==> src/hw/strap_sample_defines.vh <==
// offsets, field positions, reset values and timing counts for the strap block
`ifndef STRAP_SAMPLE_DEFINES_VH
`define STRAP_SAMPLE_DEFINES_VH

// register byte offsets
`define STRAP_STATUS_OFFSET   8'h00
`define BOOT_RESULT_OFFSET    8'h04
`define FUSE_CTRL_OFFSET      8'h08
`define WB_ADDR_BITS          8

// strap status field positions
`define STAT_PIN_A_BIT        0
`define STAT_PIN_B_BIT        1
`define STAT_PIN_D_BIT        2

// boot result field positions
`define RES_FLASH_BIT         0
`define RES_DOWNLOAD_BIT      1
`define RES_INVALID_BIT       2
`define RES_PRINT_BIT         3
`define RES_DEBUG_USB_BIT     4
`define RES_PIN_C_BIT         5

// fuse control field positions and reset values
`define FUSE_PRINT_LSB        0
`define FUSE_PRINT_MSB        1
`define FUSE_DEBUG_BIT        2
`define FUSE_PRINT_RESET      2'h0
`define FUSE_DEBUG_RESET      1'h0

// print control fuse encodings
`define PRINT_ALWAYS_ON       2'h0
`define PRINT_WHEN_B_LOW      2'h1
`define PRINT_WHEN_B_HIGH     2'h2
`define PRINT_ALWAYS_OFF      2'h3

// chip enable low time in ns, clock period in ns
`define CHIP_EN_LOW_NS        50000
`define CLK_PERIOD_NS         25
`define CHIP_EN_LOW_CYCLES    (`CHIP_EN_LOW_NS / `CLK_PERIOD_NS)

`endif

==> src/hw/strap_sample_boot_select.v <==
// strap capture, boot decode and wishbone status registers
// Functional notes
// - each strap pin level is caught as a 0 or 1 bit during system reset.
// - caught strap bits hold until the next system reset, whatever the pins do later.
// - every system reset source (power-on, watchdogs, brownout, glitch) samples.
// - pin_c=1,pin_a=1 selects flash boot; pin_c=0,a=1,b=1 selects download.
// - print enable follows the print fuse: on, on if b low, on if b high, off.
// - debug from usb if fuse is 0, else pin_d=0 selects pins, 1 selects usb.
// - latched pin_a, pin_b and pin_d are readable in the strap status register.
// - after reset the strap pins are released to normal use.
// - pin_c has its internal pull-up on while strapping.
//
// The address map and the Wishbone slave port were chosen for this implementation.
`timescale 1ns/1ps
`include "strap_sample_defines.vh"

module strap_sample_boot_select #(
   parameter CHIP_EN_LOW_CYCLES = `CHIP_EN_LOW_CYCLES
) (
   // clock and reset
   input  wire        clk,
   input  wire        reset,
   input  wire        clk_en,
   // reset sources
   input  wire        chip_enable_in,
   input  wire        slow_wdt_reset,
   input  wire        brownout_reset,
   input  wire        super_wdt_reset,
   input  wire        xtal_glitch_reset,
   // strap pins
   input  wire        strap_pin_a,
   input  wire        strap_pin_b,
   input  wire        strap_pin_c,
   input  wire        strap_pin_d,
   output reg         strap_pin_c_pullup,
   output reg         strap_duty,
   // decoded outputs
   output reg         flash_boot,
   output reg         download_boot,
   output reg         invalid_strap,
   output reg         print_enable,
   output reg         debug_from_usb,
   output reg         system_reset_out,
   // wishbone slave
   input  wire [7:0]  wb_adr_i,
   input  wire [31:0] wb_dat_i,
   input  wire [3:0]  wb_sel_i,
   input  wire        wb_we_i,
   input  wire        wb_cyc_i,
   input  wire        wb_stb_i,
   output reg  [31:0] wb_dat_o,
   output reg         wb_ack_o,
   output reg         wb_err_o
);

   reg  [15:0] en_low_cnt_q;
   reg         por_armed_q;
   reg         sys_reset_q;
   reg  [3:0]  strap_q;   // d c b a
   reg  [1:0]  print_fuse_q;
   reg         debug_fuse_q;
   wire        chip_en_reset;
   wire        any_reset;
   reg         flash_d;
   reg         download_d;
   reg         invalid_d;
   reg         print_d;
   reg         debug_usb_d;
   reg  [31:0] rd_d;
   reg         hit_d;

   // chip enable counts as a reset only after a long enough low time;
   // shorter dips are glitches and are not trusted to restart the chip
   assign chip_en_reset = (en_low_cnt_q >= CHIP_EN_LOW_CYCLES[15:0]);
   assign any_reset = chip_en_reset | slow_wdt_reset | brownout_reset |
                      super_wdt_reset | xtal_glitch_reset;

   always @(posedge clk) begin
      if (reset) begin
         en_low_cnt_q <= 16'h0000;
         por_armed_q  <= 1'b1;
         sys_reset_q  <= 1'b1;
      end else if (clk_en) begin
         if (chip_enable_in)
            en_low_cnt_q <= 16'h0000;
         else if (!chip_en_reset)
            en_low_cnt_q <= en_low_cnt_q + 16'h0001;
         por_armed_q <= 1'b0;
         sys_reset_q <= any_reset | por_armed_q;
      end
   end

   // sample while in system reset, freeze once out of it
   always @(posedge clk) begin
      if (reset) begin
         strap_q <= 4'h0;
      end else if (clk_en && (any_reset || por_armed_q)) begin
         strap_q <= {strap_pin_d, strap_pin_c, strap_pin_b,
                     strap_pin_a};
      end
   end

   always @* begin
      flash_d    = 1'b0;
      download_d = 1'b0;
      invalid_d  = ~strap_q[1] & ~strap_q[2];
      if (!invalid_d) begin
         flash_d    = strap_q[2] & strap_q[0];
         download_d = ~strap_q[2] & strap_q[0] & strap_q[1];
      end
      case (print_fuse_q)
         `PRINT_ALWAYS_ON:  print_d = 1'b1;
         `PRINT_WHEN_B_LOW: print_d = ~strap_q[1];
         `PRINT_WHEN_B_HIGH: print_d = strap_q[1];
         default:           print_d = 1'b0;
      endcase
      debug_usb_d = ~debug_fuse_q | strap_q[3];
   end

   always @(posedge clk) begin
      if (reset) begin
         flash_boot         <= 1'b0;
         download_boot      <= 1'b0;
         invalid_strap      <= 1'b0;
         print_enable       <= 1'b0;
         debug_from_usb     <= 1'b1;
         system_reset_out   <= 1'b1;
         strap_duty         <= 1'b1;
         strap_pin_c_pullup <= 1'b1;
      end else if (clk_en) begin
         flash_boot       <= flash_d;
         download_boot    <= download_d;
         invalid_strap    <= invalid_d;
         print_enable     <= print_d;
         debug_from_usb   <= debug_usb_d;
         system_reset_out <= sys_reset_q;
         strap_duty       <= sys_reset_q;
         // pull-up only matters while the pin is strapping
         strap_pin_c_pullup <= sys_reset_q;
      end
   end

   // register read mux
   always @* begin
      rd_d  = 32'h0000_0000;
      hit_d = 1'b1;
      case (wb_adr_i)
         `STRAP_STATUS_OFFSET: begin
            rd_d[`STAT_PIN_A_BIT] = strap_q[0];
            rd_d[`STAT_PIN_B_BIT] = strap_q[1];
            rd_d[`STAT_PIN_D_BIT] = strap_q[3];
         end
         `BOOT_RESULT_OFFSET: begin
            rd_d[`RES_FLASH_BIT]     = flash_boot;
            rd_d[`RES_DOWNLOAD_BIT]  = download_boot;
            rd_d[`RES_INVALID_BIT]   = invalid_strap;
            rd_d[`RES_PRINT_BIT]     = print_enable;
            rd_d[`RES_DEBUG_USB_BIT] = debug_from_usb;
            rd_d[`RES_PIN_C_BIT]     = strap_q[2];
         end
         `FUSE_CTRL_OFFSET: begin
            rd_d[`FUSE_PRINT_MSB:`FUSE_PRINT_LSB] = print_fuse_q;
            rd_d[`FUSE_DEBUG_BIT] = debug_fuse_q;
         end
         default: hit_d = 1'b0;
      endcase
   end

   // single-cycle answer, ack drops the cycle after it is given
   always @(posedge clk) begin
      if (reset) begin
         wb_ack_o     <= 1'b0;
         wb_err_o     <= 1'b0;
         wb_dat_o     <= 32'h0000_0000;
         print_fuse_q <= `FUSE_PRINT_RESET;
         debug_fuse_q <= `FUSE_DEBUG_RESET;
      end else if (clk_en) begin
         wb_ack_o <= 1'b0;
         wb_err_o <= 1'b0;
         if (wb_cyc_i && wb_stb_i && !wb_ack_o && !wb_err_o) begin
            wb_ack_o <= hit_d;
            wb_err_o <= ~hit_d;
            wb_dat_o <= wb_we_i ? 32'h0000_0000 : rd_d;
            // fuses stand in as a writable register; status is read-only
            if (wb_we_i && wb_sel_i[0] &&
                wb_adr_i == `FUSE_CTRL_OFFSET) begin
               print_fuse_q <= wb_dat_i[`FUSE_PRINT_MSB:`FUSE_PRINT_LSB];
               debug_fuse_q <= wb_dat_i[`FUSE_DEBUG_BIT];
            end
         end
      end
   end

endmodule // strap_sample_boot_select

==> config.mk <==
export PLATFORM = sky130hd
export DESIGN_NAME = strap_sample_boot_select
export DESIGN_NICKNAME = d
export VERILOG_FILES = /design/src/hw/strap_sample_boot_select.v
export VERILOG_INCLUDE_DIRS = /design/src /design/src/hw
export SDC_FILE = /design/constraint.sdc
export NUM_CORES = 1
export LEC_CHECK = 0
export ABC_CLOCK_PERIOD_IN_PS = 2200
export BUFFER_PORTS_ARGS = -buffer_cell sky130_fd_sc_hd__buf_4
export CAP_MARGIN = 20
export CELL_PAD_IN_SITES_DETAIL_PLACEMENT = 1
export CELL_PAD_IN_SITES_GLOBAL_PLACEMENT = 1
export CORE_MARGIN = 1.5
export CORE_UTILIZATION = 32
export CTS_CLUSTER_DIAMETER = 60
export CTS_CLUSTER_SIZE = 25
export DETAILED_ROUTE_END_ITERATION = 6
export GPL_TIMING_DRIVEN = 0
export PLACE_DENSITY = 0.88
export SYNTH_ARGS = -nofsm -noshare
export SYNTH_HDL_FRONTEND = slang
export SYNTH_SLANG_ARGS = --single-unit
export TNS_END_PERCENT = 5
==> constraint.sdc <==
create_clock -name clk -period 2.2 [get_ports clk]
set_input_delay 0.22 -clock clk [delete_from_list [all_inputs] [get_ports clk]]
set_output_delay 0.22 -clock clk [all_outputs]
set_load 0.005 [all_outputs]
==> impl_metrics.csv <==
group,metric,value,unit
global_routing,grt_pass1_vias,1749,
power,power_leakage,0.00112,uW
finish,antenna_cells,0,
timing,period_needed,1770,ps
yosys,synth_area_per_cell,8.74,sq um
run,max_cap_violations,0,
setup_path,critPathKind,"reg2reg",
clocking,ctsHtreeMaxLevel,2,
yosys,synthesis.area,1940,sq um
yosys,post_synth_num_cell_types,46,
setup_path,r2r_start,"por_armed_q",
setup_path,required,2370,ps
floorplanning,coreArea,5890,sq um
clocking,tritoncts,"yes",
power,ir_drop,0.000271,V
timing,setup_viol,0,
yosys,synth-compound-area-share,0.161,
yosys,ys_ff_latch,39,
yosys,synth_ff_type,"dfxtp_1",
setup_path,cp_data_arrival_time,1940,ps
detailed_routing,vias_per_cell,4.89,
detailed_routing,drt_iter0_drc,102,
timing,finalClockSkew,8.96,ps
setup_path,crit_slowest_cell,"or4_4",
detailed_routing,remaining_drc_errors,0,
yosys,async_flop_share,0,
setup_path,cp-end-kind,"flip-flop",
place,dp_hpwl,3980,um
detailed_routing,wl,5100,um
timing,fin_tns_setup,0,ps
setup_path,cp_max_fo,5,
timing,fin_hold_ws,157,ps
timing,fmaxAchievable,565,MHz
yosys,synth_top_area_frac,0.402,
setup_path,cp-start-kind,"flip-flop",
clocking,clkTransAtPathRegs,70,ps
floorplanning,die_h,80.9,um
floorplanning,die_area,6540,sq um
setup_path,worstPathCellList,"or4_4 > o41ai_4 > mux2i_1 > nor2_1",
detailed_routing,routedWlPerCell,13.9,um
power,cellPowerDensity,597,nW/um^2
timing,worst_pin_slew,709,ps
yosys,yosys.area.top_type,"dfxtp_1",
min_path,min_to,"strap_q[1]",
detailed_routing,dr.pass1.iters,4,
yosys,synth_top_family_by_area,"simple AND/OR/NAND/NOR gates",
global_routing,grt_max_degree,13,
clocking,clock_path_buffers,2,
finish,layout.area.seq,781,sq um
yosys,synthTopCellsByArea,"dfxtp_1, buf_4, mux2i_1",
clocking,cts_buffers,5,
yosys,syn_inst,222,
setup_path,rr_endpoint,"strap_q[2]",
finish,multiInputGateArea,985,sq um
finish,fill_cells,722,
global_routing,grt_first_pass_wirelength,8120,um
yosys,muxShareOfSynthArea,0.0567,
clocking,clock_latency,300,ps
yosys,synth-edff-count,0,
finish,nNetsFinal,354,
place,gp_congestion,0.814,
outcome,status,"finished, final reports clean",
floorplanning,ios,101,
detailed_routing,dr_total_vias,1799,
min_path,hp-class,"in2reg",
timing,post-route-period-util,0.804,
detailed_routing,ant_nets,0,
yosys,synthSimpleGateAreaFrac,0.222,
clocking,cts.sink_count,39,
clocking,cts_setup_buffers,0,
timing,rsz0062_at_grt,"false",
floorplanning,die_w,80.9,um
clocking,cts_root_buf,"clkbuf_8",
yosys,yosysWarningCount,0,
setup_path,crit_path_max_incr_delay,540,ps
floorplanning,start_util,0.330,
finish,synthToLayoutAreaGrowth,30.2,%
min_path,hold_path_startpoint,"strap_pin_b",
yosys,synth_fa_ha_area_frac,0.0129,
yosys,synth-xor-area-share,0.00451,
min_path,holdPathStages,3,
setup_path,r2r_setup_slack,430,ps
floorplanning,rows,28,
yosys,yosysSeqAreaShare,0.402,
global_routing,track_usage,0.164,
setup_path,ff2ff_path_depth,4,
clocking,ctsHoldBuffers,0,
place,port_buffers,39,
global_routing,grt-ovfl-total,0,
timing,maxSlewHeadroom,0.528,
timing,slew_viol_final,0,
finish,drive_gt1_frac,0.283,
timing,finalHoldViolCount,0,
clocking,cts.repair.resized,0,
global_routing,antenna_found_initial,0,
stage by stage:
stage	cells	total power (uW)	util	worst slack, ps	area [sq um]
2_1_floorplan	247	858	-	612	2030
3_3_place_gp	361	923	0.411	424	2420
3_5_place_dp	361	930	0.411	405	2420
4_1_cts	368	1510	0.429	416	2530
5_1_grt	368	1560	0.429	261	2530
6_report	368	1510	0.429	432	2530
power by group:
part,switching [uW],total [uW],internal (uW)
clock network,262,593,332
logic,85.0,182,97.1
registers,14.0,733,719
sequential cells by signal (all words and copies together) (netlist names), 2 cells and up:
| signal | cells |
|---|---|
| strap_q | 4 |
| en_low_cnt_q | 16 |
| print_fuse_q | 2 |
| wb_dat_o | 6 |
synth_stat cells, drive strengths merged (2+ instances only):
master  instances
buf            31
a21o            2
a21oi          14
nand3b          2
or4             5
nand3           5
o211ai          3
o41ai           2
a22oi           4
nor2b           3
o21ai           7
a22o            3
and2            6
nand2          19
inv             4
ha              2
nor2           20
or3             4
dfxtp          39
a31oi           5
mux2i          11
nor3            6
and3            2
nand2b          3
nand4b          2
clkbuf          6
per-layer routing:
| layer | vias to the layer above | part of all wire | GRT usage |
|---|---|---|---|
| met5 | - | 0 | 0 |
| met1 | 884 | 0.42 | 0.184 |
| li1 | 868 | - | - |
| met4 | 0 | 0.013 | 0.0724 |
| met3 | 8 | 0.044 | 0.0337 |
| met2 | 39 | 0.52 | 0.296 |
cells in the final DEF (no fill, tap or decap), types with 2 or more instances in the layout:
cell type,count
conb_1,26
clkbuf_8,5
a22oi_1,4
o211ai_1,2
clkbuf_1,5
or3_1,4
buf_4,67
mux2i_1,11
ha_1,2
inv_1,4
nand3b_1,2
dfxtp_1,39
a31oi_1,5
and2_1,5
nand3_1,5
a22o_1,3
o21ai_0,7
and3_1,2
or4_1,4
a21o_1,2
nand2_1,19
nand2b_1,3
nor2b_1,3
nand4b_1,2
nor2_1,20
a21oi_1,14
nor3_1,6
worst max path at each step:
stage                      from         endpoint  slack, ps  depth (start not counted)
6_report            por_armed_q       strap_q[2]        430                          4
2_1_floorplan       por_armed_q       strap_q[0]        610                          4
5_1_grt        en_low_cnt_q[14]       strap_q[3]        260                          5
3_5_place_dp        wb_adr_i[5]  print_fuse_q[0]        410                          7
3_3_place_gp        wb_adr_i[5]  print_fuse_q[0]        420                          7
4_1_cts             por_armed_q       strap_q[2]        420                          4
kinds of logic after synthesis:
| group | Yosys count |
|---|---|
| xor gates and xnor gates | 1 |
| AOI/OAI and AO/OA | 45 |
| and+or+nand+nor | 82 |
| buffers and inverters | 41 |
| adders and majority gates | 2 |
| DFF | 39 |
| other | 1 |
| muxes | 11 |
critical path: cells and delay by family (launching register included):
| family | cells | cell delay (ps) |
|---|---|---|
| compound gates | 1 | 480 |
| flops | 1 | 310 |
| mux | 1 | 260 |
| simple gates | 2 | 590 |
final cells by class:
cell class,count,share of cell area
Buffer,37,0.100
Clock buffer,5,0.0272
Clock inverter,2,0.0149
Inverter,4,0.00594
Multi-Input combinational cell,167,0.390
Sequential cell,39,0.309
Tap cell,75,0.0371
Timing Repair Buffer,39,0.116
No activity file was read; power rests on OpenSTA's default activity.
